`src/verilog/sup_pkg.sv`:
```
// package for the supervision counter: constants and carrier types
// assumes one 125 MHz clock; service and config come from same-clock logic
// ****************************************************************
// How it works
// - in debug mode the counter is suspended and stops counting.
// - the count is 16 bits and advances at the clock divided by 2 or by 128.
// - two chained 8-bit halves form the count, lower overflow advances upper.
// - a service access loads the upper byte with the programmed reload value.
// - a service access clears the lower byte.
// - a time-out raises an interrupt and a prewarning, then a system reset.
// ****************************************************************
package sup_pkg;
   localparam int          SUP_HALF_W     = 8;
   localparam logic [6:0]  SUP_DIV_SLOW   = 7'h7f;  // divide by 128
   localparam logic [6:0]  SUP_DIV_FAST   = 7'h01;  // divide by 2
   localparam logic [7:0]  SUP_RST_RELOAD = 8'h00;
   localparam logic [7:0]  SUP_RST_WINDOW = 8'h00;
   // prewarning time before the system reset, in ns and in cycles
   localparam int          SUP_PREWARN_NS = 256;
   localparam int          SUP_CLK_NS     = 8;
   localparam logic [7:0]  SUP_PREWARN_CYC =
      8'((SUP_PREWARN_NS + SUP_CLK_NS - 1) / SUP_CLK_NS);

   typedef struct packed {
      logic       slow_rate;   // 1: clock/128, 0: clock/2
      logic [7:0] reload;      // upper byte preset on service
      logic [7:0] window;      // service forbidden while upper byte below
   } sup_cfg_t;

   typedef enum logic [1:0] {
      SUP_RUN   = 2'b00,
      SUP_WARN  = 2'b01,
      SUP_RESET = 2'b11
   } sup_state_t;
endpackage : sup_pkg

```
`src/verilog/sup_counter.sv`:
```
// supervision counter top: prescaler, 16-bit count, window and time-out
// assumes i_service is a one-cycle strobe from same-clock logic
// a failure is final until i_rstn; a later service cannot undo it
`timescale 1ns/1ps
module sup_counter
   import sup_pkg::*;
(
   input  wire logic       i_clock,
   input  wire logic       i_rstn,
   input  wire sup_cfg_t   i_cfg,
   input  wire logic       i_service,
   input  wire logic       i_debug,
   output logic            o_nmi,
   output logic            o_prewarn,
   output logic            o_sys_reset,
   output logic [15:0]     o_count
);
   // ****************************************************************
   // input synchroniser for debug pin
   // ****************************************************************
   // debug comes from a pin: two flops before anything reads it
   logic       dbg_s1_r;
   logic       dbg_r;
   always_ff @(posedge i_clock or negedge i_rstn) begin
      if (!i_rstn) begin
         dbg_s1_r <= 1'b0;
         dbg_r    <= 1'b0;
      end else begin
         dbg_s1_r <= i_debug;
         dbg_r    <= dbg_s1_r;
      end
   end

   // ****************************************************************
   // prescaler
   // ****************************************************************
   logic [6:0]  pre_r;
   logic        tick;
   logic        running;
   sup_state_t  state_r;
   logic [7:0]  low;
   logic [7:0]  high;
   logic        low_carry;
   logic        high_carry;
   logic        bad_service;
   logic        timeout;
   logic [7:0]  warn_r;

   // the count runs only before a failure and outside debug
   assign running = (state_r == SUP_RUN) && !dbg_r;
   assign tick    = running && ((pre_r & (i_cfg.slow_rate ?
                    SUP_DIV_SLOW : SUP_DIV_FAST)) == 7'h00);

   // prescaler restarts on service; stops in debug so time does not build up
   always_ff @(posedge i_clock or negedge i_rstn) begin
      if (!i_rstn) begin
         pre_r <= 7'h00;
      end else if (i_service) begin
         pre_r <= 7'h01;
      end else if (running) begin
         pre_r <= pre_r + 7'h01;
      end
   end

   // ****************************************************************
   // chained halves
   // ****************************************************************
   // index 0 is the lower byte, index 1 the upper byte
   logic [7:0] half_value [2];
   logic       half_inc   [2];
   logic [7:0] half_count [2];
   logic       half_carry [2];

   // lower byte clears, upper byte takes the reload on service
   assign half_value[0] = 8'h00;
   assign half_value[1] = i_cfg.reload;
   // only a lower wrap moves the upper byte
   assign half_inc[0]   = tick;
   assign half_inc[1]   = half_carry[0];

   // one generic half, chained through the arrays above
   for (genvar gi = 0; gi < 2; gi++) begin : g_half
      sup_byte sup_byte_inst (
         .i_clock (i_clock),
         .i_rstn  (i_rstn),
         .i_load  (i_service),
         .i_value (half_value[gi]),
         .i_inc   (half_inc[gi]),
         .o_count (half_count[gi]),
         .o_carry (half_carry[gi])
      );
   end

   assign low        = half_count[0];
   assign high       = half_count[1];
   assign low_carry  = half_carry[0];
   assign high_carry = half_carry[1];

   assign o_count     = {high, low};
   // early service is as bad as a late one
   // window 8'h00 can never be undercut, so it turns the check off
   assign bad_service = i_service && running && (high < i_cfg.window);
   assign timeout     = high_carry || bad_service;

   // ****************************************************************
   // failure sequence: interrupt and prewarning, then reset
   // ****************************************************************
   always_ff @(posedge i_clock or negedge i_rstn) begin
      if (!i_rstn) begin
         state_r <= SUP_RUN;
         warn_r  <= 8'h00;
      end else begin
         // a failure is final; only i_rstn leaves SUP_RESET
         unique case (state_r)
            SUP_RUN: begin
               if (timeout) begin
                  state_r <= SUP_WARN;
                  warn_r  <= SUP_PREWARN_CYC;
               end
            end
            SUP_WARN: begin
               // count the prewarning down, reset after its last cycle
               if (warn_r == 8'h01) begin
                  state_r <= SUP_RESET;
               end
               warn_r <= warn_r - 8'h01;
            end
            SUP_RESET: begin
               state_r <= SUP_RESET;  // held until chip reset
            end
            default: begin
               state_r <= SUP_RESET;
            end
         endcase
      end
   end

   // registered outputs
   // the interrupt fires on the failure edge, prewarn one edge later
   always_ff @(posedge i_clock or negedge i_rstn) begin
      if (!i_rstn) begin
         o_nmi       <= 1'b0;
         o_prewarn   <= 1'b0;
         o_sys_reset <= 1'b0;
      end else begin
         o_nmi       <= (state_r == SUP_RUN) && timeout;
         o_prewarn   <= (state_r == SUP_WARN);
         o_sys_reset <= (state_r == SUP_RESET);
      end
   end

   // prewarning length seen from outside, checked when the level drops
   logic [7:0] pw_len_r;
   always_ff @(posedge i_clock or negedge i_rstn) begin
      if (!i_rstn) begin
         pw_len_r <= 8'h00;
      end else if (o_prewarn) begin
         pw_len_r <= pw_len_r + 8'h01;
      end
   end
endmodule : sup_counter

```
`src/verilog/sup_byte.sv`:
```
// one 8-bit counting half of the supervision counter
// assumes carry-in and load arrive on the same clock
`timescale 1ns/1ps
module sup_byte
   import sup_pkg::*;
(
   input  wire logic       i_clock,
   input  wire logic       i_rstn,
   input  wire logic       i_load,
   input  wire logic [7:0] i_value,
   input  wire logic       i_inc,
   output logic [7:0]      o_count,
   output logic            o_carry
);
   // load wins over increment so a service never loses to a tick
   always_ff @(posedge i_clock or negedge i_rstn) begin
      if (!i_rstn) begin
         o_count <= 8'h00;
      end else if (i_load) begin
         o_count <= i_value;
      end else if (i_inc) begin
         o_count <= o_count + 8'h01;
      end
   end

   // carry seen when this half wraps on the current tick
   assign o_carry = i_inc && !i_load && (o_count == 8'hff);
endmodule : sup_byte

```
`config.mk`:
```
export PLATFORM = sky130hd
export DESIGN_NAME = sup_counter
export DESIGN_NICKNAME = d
export VERILOG_FILES = /design/src/verilog/sup_pkg.sv /design/src/verilog/sup_counter.sv /design/src/verilog/sup_byte.sv
export SDC_FILE = /design/constraint.sdc
export NUM_CORES = 1
export LEC_CHECK = 0
export BUFFER_PORTS_ARGS = -buffer_cell sky130_fd_sc_hd__buf_2
export CAP_MARGIN = 0
export CELL_PAD_IN_SITES_DETAIL_PLACEMENT = 0
export CELL_PAD_IN_SITES_GLOBAL_PLACEMENT = 1
export CORE_UTILIZATION = 42
export CTS_CLUSTER_SIZE = 25
export DETAILED_ROUTE_END_ITERATION = 10
export GPL_ROUTABILITY_DRIVEN = 0
export GPL_TIMING_DRIVEN = 0
export PLACE_DENSITY_LB_ADDON = 0.1
export RECOVER_POWER = 100
export SYNTH_ARGS = -nofsm -noshare
export SYNTH_HDL_FRONTEND = slang
export SYNTH_SLANG_ARGS = --single-unit
```
`constraint.sdc`:
```
create_clock -name i_clock -period 2.65 [get_ports i_clock]
set_input_delay 0.1325 -clock i_clock [delete_from_list [all_inputs] [get_ports i_clock]]
set_output_delay 0.1325 -clock i_clock [all_outputs]
set_load 0.03 [all_outputs]
```
# After elaboration in Yosys (flattened, before gate mapping)
# Cells that the tools add are included.
word_totals:
  reg_bits: 38
  input_bits: 21
  output_inout_bits: 19
  elab_cells: 55
classes:
  add_sub_neg: 4
  order_cmp: 1
  eq_ne: 7
  n_mux: 12
  bitwise_logic: 1
  n_reduce_logical: 20
op_table:
  columns: ["op", "n"]
  rows:
  - ["$mux 8", 5]
  - ["$mux 7", 3]
  - ["$add 8x1->8 const B", 2]
  - ["$eq 8x8->1 const B", 2]
  - ["$pmux 8 s2", 1]
  - ["$logic_and 1x1->1", 9]
  - ["$eq 8x1->1 const B", 1]
  - ["$lt 8x8->1", 1]
  - ["$reduce_bool 2->1", 4]
  - ["$sub 8x1->8 const B", 1]
  - ["$add 7x1->7 const B", 1]
  - ["$and 7x7->7", 1]
  - ["$logic_not 7->1", 1]
  - ["$mux 2", 2]
  - ["$ne 2x2->1 const B", 2]
  - ["$pmux 2 s2", 1]
  - ["$reduce_and 2->1", 2]
  - ["$eq 2x1->1 const B", 1]
  - ["$eq 2x2->1 const B", 1]
  - ["$logic_not 1->1", 2]
  - ["$logic_not 2->1", 1]
  - ["$logic_or 1x1->1", 1]

# Logic depth before layout (Yosys ltp)
# Gate-level depths: netlist of run 1.
logic_depth:
  word_depth: 11
  ltp_mapped: 7
  ltp_nobuf: 7

# Hierarchy
# Synthesis of run 1 repeated with hierarchy kept, for this count alone.
unflattened:
  cells_unflattened: 229
  area_unflattened_um2: 2175.8
by_module_without_submodules:
  columns: ["mod", "n_inst", "cells_per_inst", "area_each_um2", "seq_area_each_um2"]
  rows:
  - ["sup_counter", 1, 127, 1244.9, 550.5]
  - ["sup_byte", 2, 51, 465.4, 200.2]

# Least setup slack after synthesis of run 1
# OpenSTA, ideal clock, no wires.
synth_timing:
  kind: "flip-flop to flip-flop"
  start: "register pre_r[3]"
  end: "register warn_r[3]"
  setup_ns: 0.149
  arrival_time_ns: 1.982
  required_time_ns: 2.501
  slack_ns: 0.518
  stages_incl_launch_ff: 6
  path_buffers: 0
  synth_period_minus_slack_ns: 2.132
  path_cell_list: "dfrtp_1 or4_4 o31ai_4 nand4_2 o21ai_2 o311ai_0"
synth_via:
  elab_chain_cells: 10
synth_rtl:
  columns: ["element", "line_no", "text"]
  rows:
  - ["start: declaration", "sup_counter.sv:37", "logic [6:0] pre_r;"]
  - ["start signal: assignment", "sup_counter.sv:61", "pre_r <= pre_r + 7'h01;"]
  - ["$and 7x7->7", "sup_counter.sv:51", "assign tick = running && ((pre_r & (i_cfg.slow_rate ?"]
  - ["$logic_not 7->1", "sup_counter.sv:51", null]
  - ["$logic_and 1x1->1", "sup_counter.sv:51", null]
  - ["$logic_and 1x1->1 (4 in series)", "sup_byte.sv:27", "assign o_carry = i_inc && !i_load && (o_count == 8'hff);"]
  - ["$logic_or 1x1->1", "sup_counter.sv:103", "assign timeout = high_carry || bad_service;"]
  - ["$ne 2x2->1 (no source line)", null, null]
  - ["$reduce_and 2->1 (no source line)", null, null]
  - ["end signal: assignment", "sup_counter.sv:126", "warn_r <= warn_r - 8'h01;"]
  - ["end: declaration", "sup_counter.sv:47", "logic [7:0] warn_r;"]
# No other way between the ends.
# A chain may end at the register's enable or synchronous reset.

# Final worst setup path of run 1
# Ends and elaborated chain as after synthesis.

==> results of run 1 <==
## power breakdown
group / total (uW) / internal, uW / switching [uW]
clock: 384 / 177 / 207
combinational: 397 / 166 / 231
sequential: 756 / 677 / 79.4
## kinds of logic (layout without fill, tap and decap cells)
family / Yosys count / in the layout / synth area share
adders and majority gates: 12 / 12 / 0.07299
muxes: 3 / 3 / 0.01521
DFF: 38 / 38 / 0.4623
AOI/OAI and AO/OA: 36 / 36 / 0.1211
buffers and inverters: 18 / 66 / 0.03284
and+or+nand+nor: 89 / 89 / 0.2318
xor gates and xnor gates: 15 / 15 / 0.06387
## worst paths after layout
check / cells after the start / slack (ns) / endpoint
max in group asynchronous: 2 / 1.54 / state_r[0]
hold / removal: 3 / 0.04 / g_half[1].sup_byte_inst.o_count[0]
setup / recovery: 5 / 0.25 / warn_r[3]
setup reg to reg: 5 / 0.25 / warn_r[3]
hold reg to reg: 0 / 0.35 / dbg_r
min in group asynchronous: 2 / 0.52 / g_half[1].sup_byte_inst.o_count[2]
## sequential cells by signal, indices dropped and copies added (netlist names)
signal	cells
g_half.sup_byte_inst.o_count	16
warn_r	8
pre_r	7
state_r	2
dbg_r	1
dbg_s1_r	1
o_nmi	1
o_prewarn	1
o_sys_reset	1
## worst max-delay path, delay by kind of cell, from the launching register on
family,cells,cell delay (ns)
AO/OA/AOI/OAI,3,0.95
flip-flops,1,0.41
AND/OR/NAND/NOR,2,0.89
## metrics by stage
| step | util | total power [uW] | area (um^2) | hold WS (ns) |
|---|---|---|---|---|
| after floorplan | - | 1052 | 2057 | -0.1631 |
| final | 0.5107 | 1537 | 2412 | 0.04161 |
| after global placement | 0.4946 | 1169 | 2336 | 0.2405 |
| after global routing | 0.5107 | 1647 | 2412 | 0.04407 |
| after CTS | 0.5155 | 1566 | 2435 | 0.03567 |
| after detailed placement | 0.4946 | 1176 | 2336 | 0.2418 |
## cell type report
type | count | area [um^2] | share of cell area
sequential | 38 | 950.9 | 0.3942
tap | 67 | 83.83 | 0.03475
clock inverter | 2 | 10.01 | 0.004149
timing repair buffer | 41 | 191.4 | 0.07936
clock buffer | 5 | 68.82 | 0.02853
multi-input combinational | 155 | 1040 | 0.4310
inverter | 12 | 45.04 | 0.01867
buffer | 6 | 22.52 | 0.009336
## per-layer routing
metal  up-vias  global-route usage
met5         -                   0
met4         0             0.05882
met3         4             0.04306
met2        45              0.2715
met1       791              0.2634
li1        844                   -
## what timing repair did
action | in CTS | in global routing
setup buffers | 0 | 0
resized for setup | 0 | 1
setup endpoints to repair | 0 | 3
hold buffers | 2 | 0
hold endpoints to repair | 36 | 0
## cell usage in the layout, fill, tap and decap left out, drive strengths merged, types with 2 or more instances in the layout
master and count:
inv 12, or2 2, nand2 18, and2 3, o21a 2, and4 3
o21ai 12, nand4 6, and3 2, o31ai 4, xor2 13, buf 19
a31oi 5, xnor2 2, ha 12, dlygate4sd3 2, clkbuf 31, or4 2
a2111oi 2, a21oi 3, o311ai 2, clkinv 2, mux2i 2, nor2 24
or3 8, nand3 12, nand4b 2, dfrtp 38, nand2b 3
==> flow_summary.ini, run 1 <==
[route]
total_number_of_vias = 1684
route.detailed.drc = 0
post_drt_via_cell_ratio = 5.166
wl_met2_um = 1857
met3_length_um = 226
drt-met1-wl_um = 2194
mean_routed_wirelength_per_cell_um = 13.25
top_signal_layer_used = met4
drt_iter0_drc = 64
routed_wirelength_um = 4318
route.antenna.remaining_nets = 0
drt_pre_antenna_iters = 4

[min_path]
hold_path_class = input pin to flop
min_from = i_cfg[8]

[timing]
setup_violations = 0
fmax_mhz = 416.7
fin_ws_ns = 0.2502
fin_crit_sh = 0.9056
grt_setup_unrepaired = no
max_slew.worst_pin.slew_ns = 0.9472
finalClockSkew_ns = 0.01212
final_hold_violating_endpoints = 0
timing.slew.headroom = 0.3686
finalSetupTns_ns = 0
final.min_clock_period_ns = 2.400
timing.final.max_slew_violations = 0

[placement]
placement.io_buffers = 39
dpl_worst_slack_ns = 0.1307
hpwl_after_dpl_um = 3000
placed_cells = 317

[floorplanning]
initial_core_util = 0.4355
floorplan.core_area_um2 = 4723
floorplan.rows = 25
chipWidth_um = 71.98
boundaryPins = 40
die_height_um = 71.98
die_area_um2 = 5181

[synthesis]
synth.distinct_cells = 44
synth_area_leaders = sky130_fd_sc_hd__dfrtp_1 46%, sky130_fd_sc_hd__ha_1 7.3%, sky130_fd_sc_hd__xor2_1 5.5%
yosysSeqAreaShare = 0.4623
synth.ff_latch_count = 38
yosys-top-cells-count = 38 x sky130_fd_sc_hd__dfrtp_1, 24 x sky130_fd_sc_hd__nor2_1, 17 x sky130_fd_sc_hd__nand2_1
synth.most_common_cell = sky130_fd_sc_hd__dfrtp_1
synthesis.area_um2 = 2057
yosysWarningCount = 0
synth-edff-count = 0
synth_fp_nets = 244
syn_area_per_cell_um2 = 9.749
netlist.top_cell.by_area = sky130_fd_sc_hd__dfrtp_1
synthFlopType = sky130_fd_sc_hd__dfrtp_1
netlist_instances = 211
synth.top_cell.area_share = 0.4623
synthArstFlopShare = 1.000

[setup_path]
crit_required_ns = 2.79
critical_path.max_fanout = 10
worst_path_largest_cell_delay_ns = 0.56
timing.setup.critical_path_class = flop to flop
setup.worst_path.start = pre_r[3]
crit_arrival_ns = 2.54
critPathLaunchType = flop
worst_path_slowest_cell = sky130_fd_sc_hd__or4_4
path_cells = or4_4, o31ai_4, nand4_2, o21ai_4, o311ai_0
crit-reg2reg-launch = pre_r[3]
critPathCaptureType = flop

[final_layout]
num_antenna_cells = 0
layout-drive-gt1-share = 0.1390
post_layout_nonfiller_instances = 326
finish.net_count = 292
area_delta_synth_final_pct = 17.27
fillCellCount = 462

[power]
power.leakage_uw = 0.001058
power_per_cell_area_nw_per_um2 = 636.9
vdd.ir_drop.worst_uv = 395.1

[cts]
clock_sinks = 38
cts_buffers = 5
tritoncts = built
clk_latency_ns = 0.29
path_clk_slew_ns = 0.08
h-tree-depth = 2
cts_buffer_depth = 2
clk_root_buffer_cell = sky130_fd_sc_hd__clkbuf_8

[global_route]
overall_global_routing_resource_usage = 0.1825
grt.overflow.total = 0
antenna_violations_before_repair = 0
maximum_number_of_pins_on_one_net_before_global_route_repair = 39
first_global_vias = 1535
grt_pass1_wl_um = 7334

[run]
max-cap-violations = 0

[outcome]
outcome = finished, final reports clean
Note: power is estimated with default switching activity, not from simulation.
==> inputs of run 2 (changes only) <==
--- a/config.mk
+++ b/config.mk
@@ -15,7 +15,8 @@
 export GPL_ROUTABILITY_DRIVEN = 0
 export GPL_TIMING_DRIVEN = 0
 export PLACE_DENSITY_LB_ADDON = 0.1
-export RECOVER_POWER = 100
+export RECOVER_POWER = 25
+export REMOVE_ABC_BUFFERS = 1
 export SYNTH_ARGS = -nofsm -noshare
 export SYNTH_HDL_FRONTEND = slang
 export SYNTH_SLANG_ARGS = --single-unit
==> run 2 against run 1 <==
Compared with the run above:
- combinational power is 4% lower
- final cell count shrank 0.31%
- global-route usage decreased by 0.44 points
- clock-buffer cell count is 1 higher
- cell area rose by 1.6%
- clock skew decreased by 0.0065 ns
- clock power is 10% higher
- register-to-register slack better by 0.09 ns
- largest power group unchanged
==> flow_summary.ini, run 2 (synthesized netlist as in run 1, its figures left out) <==
[min_path]
min_path_cells = 3
min_from = i_cfg[10]
worst_hold_path.endpoint = g_half[1].sup_byte_inst.o_count[2]
hold_path_class = input pin to flop

[final_layout]
layout_common_cells = 38 x sky130_fd_sc_hd__dfrtp_1, 23 x sky130_fd_sc_hd__nor2_1, 21 x sky130_fd_sc_hd__buf_2, 18 x sky130_fd_sc_hd__clkbuf_1, 17 x sky130_fd_sc_hd__nand2_1
layout-drive-gt1-share = 0.1705
area_delta_synth_final_pct = 19.16
finish.net_count = 290
layout.core_utilization = 0.5189
largest_registers = g_half.sup_byte_inst.o_count: 16 flops, warn_r: 8 flops, pre_r: 7 flops
most_flop_heavy_register = g_half.sup_byte_inst.o_count
num_antenna_cells = 0
fillCellCount = 466
final_common_cell = sky130_fd_sc_hd__dfrtp_1
largest_register_ff_count = 16

[timing]
timing.final.max_slew_violations = 0
timing.slew.headroom = 0.4044
fmax_mhz = 433.5
finalClockSkew_ns = 0.005618
setup_violations = 0
final_hold_violating_endpoints = 0
final.min_clock_period_ns = 2.307
grt_setup_unrepaired = no
fin_crit_sh = 0.8704
max_slew.worst_pin.slew_ns = 0.8933
finalSetupTns_ns = 0

[floorplanning]
die_height_um = 71.98
initial_core_util = 0.4355
chipWidth_um = 71.98
die_area_um2 = 5181
floorplan.core_area_um2 = 4723
boundaryPins = 40
floorplan.rows = 25

[setup_path]
critPathLaunchType = flop
timing.rr.end = g_half[0].sup_byte_inst.o_count[5]
crit_required_ns = 2.87
crit-reg2reg-launch = pre_r[3]
critPathCaptureType = flop
crit_arrival_ns = 2.53
timing.setup.critical_path_class = flop to flop
ff2ff_path_depth = 6
worst-r2r-setup-slack_ns = 0.34
critical_path.max_fanout = 7

[cts]
clock_sinks = 38
path_clk_slew_ns = 0.08
tritoncts = built
h-tree-depth = 2
cts_buffers = 5
clk_latency_ns = 0.29
cts_buffer_depth = 2
clk_root_buffer_cell = sky130_fd_sc_hd__clkbuf_8

[power]
power.share.clock = 0.269
p_sw_uw = 524.7
vdd.ir_drop.worst_uv = 521.9
power.switching_fraction = 0.3334
power.share.sequential = 0.490
power.leakage_uw = 0.001091
pwr-share-comb = 0.242
power_report.internal_total_uw = 1049
power_per_cell_area_nw_per_um2 = 642.1

[route]
post_drt_via_cell_ratio = 5.120
routed_wirelength_um = 4232
route.antenna.remaining_nets = 0
mean_routed_wirelength_per_cell_um = 13.02
drt_pre_antenna_iters = 4
drt_iter0_drc = 68
total_number_of_vias = 1664
route.detailed.drc = 0

[global_route]
overall_global_routing_resource_usage = 0.1780
grt.overflow.total = 0
antenna_violations_before_repair = 0
maximum_number_of_pins_on_one_net_before_global_route_repair = 39
grt_pass1_wl_um = 7107
first_global_vias = 1569

[run]
max-cap-violations = 0

[placement]
placement.io_buffers = 39
hpwl_after_dpl_um = 2850

[outcome]
outcome = finished, final reports clean
-- run 2: cell types whose count changed in the layout (fill, tap and decap cells not counted), sizes merged --
cell      change
buf           +6
clkbuf        -7
clkinvlp      +1
clkinv        -1
-- run 2: power groups by stage --
stage                     combinational, uW  clock, uW  sequential, uW
after global routing                    427        461             788
after global placement                  381          0             782
after floorplan                         236          0             808
after detailed placement                386          0             781
final                                   380        423             770
after CTS                               392        447             770
-- run 2: worst max-delay path by stage --
stage | start | end | slack [ns]
after floorplan | state_r[1] | warn_r[3] | 0.44
after global placement | state_r[1] | warn_r[3] | -0.14
after detailed placement | state_r[1] | warn_r[3] | -0.11
after CTS | pre_r[3] | warn_r[3] | 0.07
after global routing | pre_r[3] | warn_r[3] | 0.15
final | pre_r[3] | g_half[0].sup_byte_inst.o_count[5] | 0.34
-- run 2: area by class of cell --
class / count / area, um^2 / share of cell area
well taps: 67 / 83.83 / 0.03420
inverters: 12 / 45.04 / 0.01838
clock buffers: 6 / 82.58 / 0.03369
clock inverters: 2 / 12.51 / 0.005105
repair buffers: 45 / 222.7 / 0.09086
multi-input cells: 155 / 1054 / 0.4298
flip-flops and latches: 38 / 950.9 / 0.3880
-- run 2: stage by stage --
stage | setup slack [ns] | instance area (um^2) | cells | total power [uW] | hold WS [ns]
2_1_floorplan | 0.4355 | 2034 | 205 | 1044 | -0.1631
4_1_cts | 0.07096 | 2431 | 321 | 1609 | 0.04248
3_3_place_gp | -0.1440 | 2313 | 311 | 1162 | 0.2423
6_report | 0.3434 | 2451 | 325 | 1574 | 0.05209
5_1_grt | 0.1544 | 2451 | 325 | 1677 | 0.04769
3_5_place_dp | -0.1097 | 2313 | 311 | 1167 | 0.2418
-- run 2: timing repair --
| action | in CTS | in global routing |
|---|---|---|
| hold buffers | 2 | 0 |
| resized for setup | 1 | 2 |
| pin swaps | 0 | 1 |
| buffers inserted | 0 | 4 |
| endpoints found under the hold margin | 27 | 0 |
| setup endpoints to repair | 9 | 7 |
-- run 2: critical path: stages (launching register included) --
cell,delay [ns]
sky130_fd_sc_hd__dfrtp_1,0.42
sky130_fd_sc_hd__or4_4,0.55
sky130_fd_sc_hd__o31ai_4,0.38
sky130_fd_sc_hd__buf_4,0.19
sky130_fd_sc_hd__nand2_4,0.05
sky130_fd_sc_hd__or4_1,0.50
sky130_fd_sc_hd__a21oi_1,0.15
-- run 2: routing by layer --
metal  wire length [um]  track usage  vias to the layer above
met1               2123       0.2257                      792
met4                 71      0.07625                        0
li1                   -            -                      836
met3                138      0.04167                        6
met5                  0            0                        -
met2               1900       0.2925                       30
==> inputs of run 3 (changes only) <==
--- a/config.mk
+++ b/config.mk
@@ -5,18 +5,19 @@
 export SDC_FILE = /design/constraint.sdc
 export NUM_CORES = 1
 export LEC_CHECK = 0
-export BUFFER_PORTS_ARGS = -buffer_cell sky130_fd_sc_hd__buf_2
 export CAP_MARGIN = 0
 export CELL_PAD_IN_SITES_DETAIL_PLACEMENT = 0
 export CELL_PAD_IN_SITES_GLOBAL_PLACEMENT = 1
 export CORE_UTILIZATION = 42
 export CTS_CLUSTER_SIZE = 25
 export DETAILED_ROUTE_END_ITERATION = 10
+export DONT_BUFFER_PORTS = 1
 export GPL_ROUTABILITY_DRIVEN = 0
 export GPL_TIMING_DRIVEN = 0
 export PLACE_DENSITY_LB_ADDON = 0.1
 export RECOVER_POWER = 25
 export REMOVE_ABC_BUFFERS = 1
+export SETUP_SLACK_MARGIN = 0.4
 export SYNTH_ARGS = -nofsm -noshare
 export SYNTH_HDL_FRONTEND = slang
 export SYNTH_SLANG_ARGS = --single-unit
==> run 3 against run 2 <==
Compared with the run above:
- cell area up 2.2%
- clock power up 19%
- critical path type unchanged
- hold slack worse by 0.040 ns
==> flow_summary.ini, run 3 (synthesized netlist as in run 1, its figures left out) <==
[route]
routed_wirelength_um = 4382
route.detailed.drc = 0
route.antenna.remaining_nets = 0
total_number_of_vias = 1623
drt_pre_antenna_iters = 4
mean_routed_wirelength_per_cell_um = 14.61
drt_iter0_drc = 50
post_drt_via_cell_ratio = 5.410

[power]
power_report.internal_total_uw = 1131
power.switching_fraction = 0.3115
pwr-share-comb = 0.191
p_sw_uw = 511.8
power.share.sequential = 0.502
vdd.ir_drop.worst_uv = 408.0
power_per_cell_area_nw_per_um2 = 655.5
power.leakage_uw = 0.001058
power.share.clock = 0.307

[setup_path]
critPathLaunchType = flop
crit_arrival_ns = 2.38
worst-r2r-setup-slack_ns = 0.48
ff2ff_path_depth = 6
timing.setup.critical_path_class = flop to flop
critPathCaptureType = flop
critical_path.max_fanout = 6
crit_required_ns = 2.86

[timing]
finalClockSkew_ns = 0.007315
timing.slew.headroom = 0.5056
final.min_clock_period_ns = 2.171
final_hold_violating_endpoints = 0
fmax_mhz = 460.6
max_slew.worst_pin.slew_ns = 0.7392
timing.final.max_slew_violations = 0
fin_crit_sh = 0.8192
final.hold.worst_slack_ns = 0.01222
grt_setup_unrepaired = yes
setup_violations = 0

[run]
max-cap-violations = 0

[global_route]
grt.overflow.total = 0
busiest_layer = met2
maximum_number_of_pins_on_one_net_before_global_route_repair = 39
overall_global_routing_resource_usage = 0.1846
first_global_vias = 1627
global_route.usage.met2 = 0.3103
antenna_violations_before_repair = 0
grt.met1_usage = 0.2258
global_route.usage.met3 = 0.05417
grt_pass1_wl_um = 7327

[floorplanning]
initial_core_util = 0.4355
floorplan.core_area_um2 = 4723
chipWidth_um = 71.98
boundaryPins = 40
floorplan.rows = 25
die_area_um2 = 5181
die_height_um = 71.98

[final_layout]
most_flop_heavy_register = g_half.sup_byte_inst.o_count
num_antenna_cells = 0
fillCellCount = 416
final_common_cell = sky130_fd_sc_hd__dfrtp_1
post_layout_nonfiller_instances = 300
largest_registers = g_half.sup_byte_inst.o_count: 16 flops, warn_r: 8 flops, pre_r: 7 flops
fin_area_um2 = 2506
area_delta_synth_final_pct = 21.84
finish.net_count = 266
layout-drive-gt1-share = 0.1502
largest_register_ff_count = 16
layout.core_utilization = 0.5306
layout_common_cells = 36 x sky130_fd_sc_hd__dfrtp_1, 23 x sky130_fd_sc_hd__nor2_1, 17 x sky130_fd_sc_hd__nand2_1, 13 x sky130_fd_sc_hd__xor2_1

[cts]
clk_root_buffer_cell = sky130_fd_sc_hd__clkbuf_8
h-tree-depth = 2
tritoncts = built
clock_sinks = 38
cts_buffers = 5
clk_latency_ns = 0.29
path_clk_slew_ns = 0.07
cts_buffer_depth = 2

[placement]
hpwl_after_dpl_um = 2911
placement.io_buffers = 0
placed_area_um2 = 2118
placed_cells = 272

[min_path]
min_path_cells = 2
hold_path_class = input pin to flop

[outcome]
outcome = finished, final reports clean
## run 3: per-layer routing
| layer | up-vias | wire (um) | share of wire |
|---|---|---|---|
| met4 | 0 | 70 | 0.016 |
| met1 | 792 | 1973 | 0.45 |
| met5 | - | 0 | 0 |
| li1 | 787 | - | - |
| met2 | 38 | 2124 | 0.48 |
| met3 | 6 | 213 | 0.049 |
## run 3: worst max-delay path, cell delays in order, from the launching register on
cell and delay [ns]:
sky130_fd_sc_hd__dfrtp_1 0.41, sky130_fd_sc_hd__or4_4 0.56, sky130_fd_sc_hd__o31ai_4 0.32, sky130_fd_sc_hd__buf_4 0.19, sky130_fd_sc_hd__nand4_4 0.10, sky130_fd_sc_hd__or3_1 0.35
sky130_fd_sc_hd__a31oi_1 0.17
## run 3: power by group through the flow
stage	clock network (uW)	logic [uW]	registers, uW
after global routing	536	363	840
after global placement	0	267	831
after CTS	514	317	825
after detailed placement	0	284	835
after floorplan	0	236	808
final	505	314	824
## run 3: path summary, 6_finish.rpt
kind / start / end
max in group asynchronous: i_rstn / g_half[0].sup_byte_inst.o_count[1]
min in group asynchronous: i_rstn / g_half[0].sup_byte_inst.o_count[2]
min reg2reg: dbg_s1_r / dbg_r
max reg2reg: pre_r[4] / g_half[1].sup_byte_inst.o_count[7]
min: i_cfg[11] / g_half[1].sup_byte_inst.o_count[3]
max: pre_r[4] / g_half[1].sup_byte_inst.o_count[7]
## run 3: area by class of cell
cell class / count / area (um^2) / area share
multi-input combinational: 155 / 1095 / 0.4368
sequential: 38 / 953.4 / 0.3804
timing repair buffer: 21 / 216.5 / 0.08637
tap: 67 / 83.83 / 0.03345
clock buffer: 6 / 82.58 / 0.03295
inverter: 12 / 45.04 / 0.01797
clock inverter: 1 / 30.03 / 0.01198
## run 3: metrics by stage
| step | TNS, ns | total power [uW] | setup WS, ns |
|---|---|---|---|
| floorplan | 0 | 1044 | 0.4355 |
| global placement | -0.3146 | 1098 | -0.09039 |
| detailed placement | -0.5670 | 1119 | -0.1322 |
| CTS | 0 | 1656 | 0.3853 |
| global route | 0 | 1740 | 0.3588 |
| finish | 0 | 1643 | 0.4791 |
## run 3: repair_timing
action                                  4_1_cts  5_1_grt
endpoints found under the hold margin        60        0
endpoints found under the setup margin       21       17
hold buffers                                 10        0
pin swaps                                     2        5
buffers inserted                              7        4
resized for setup                             7        8
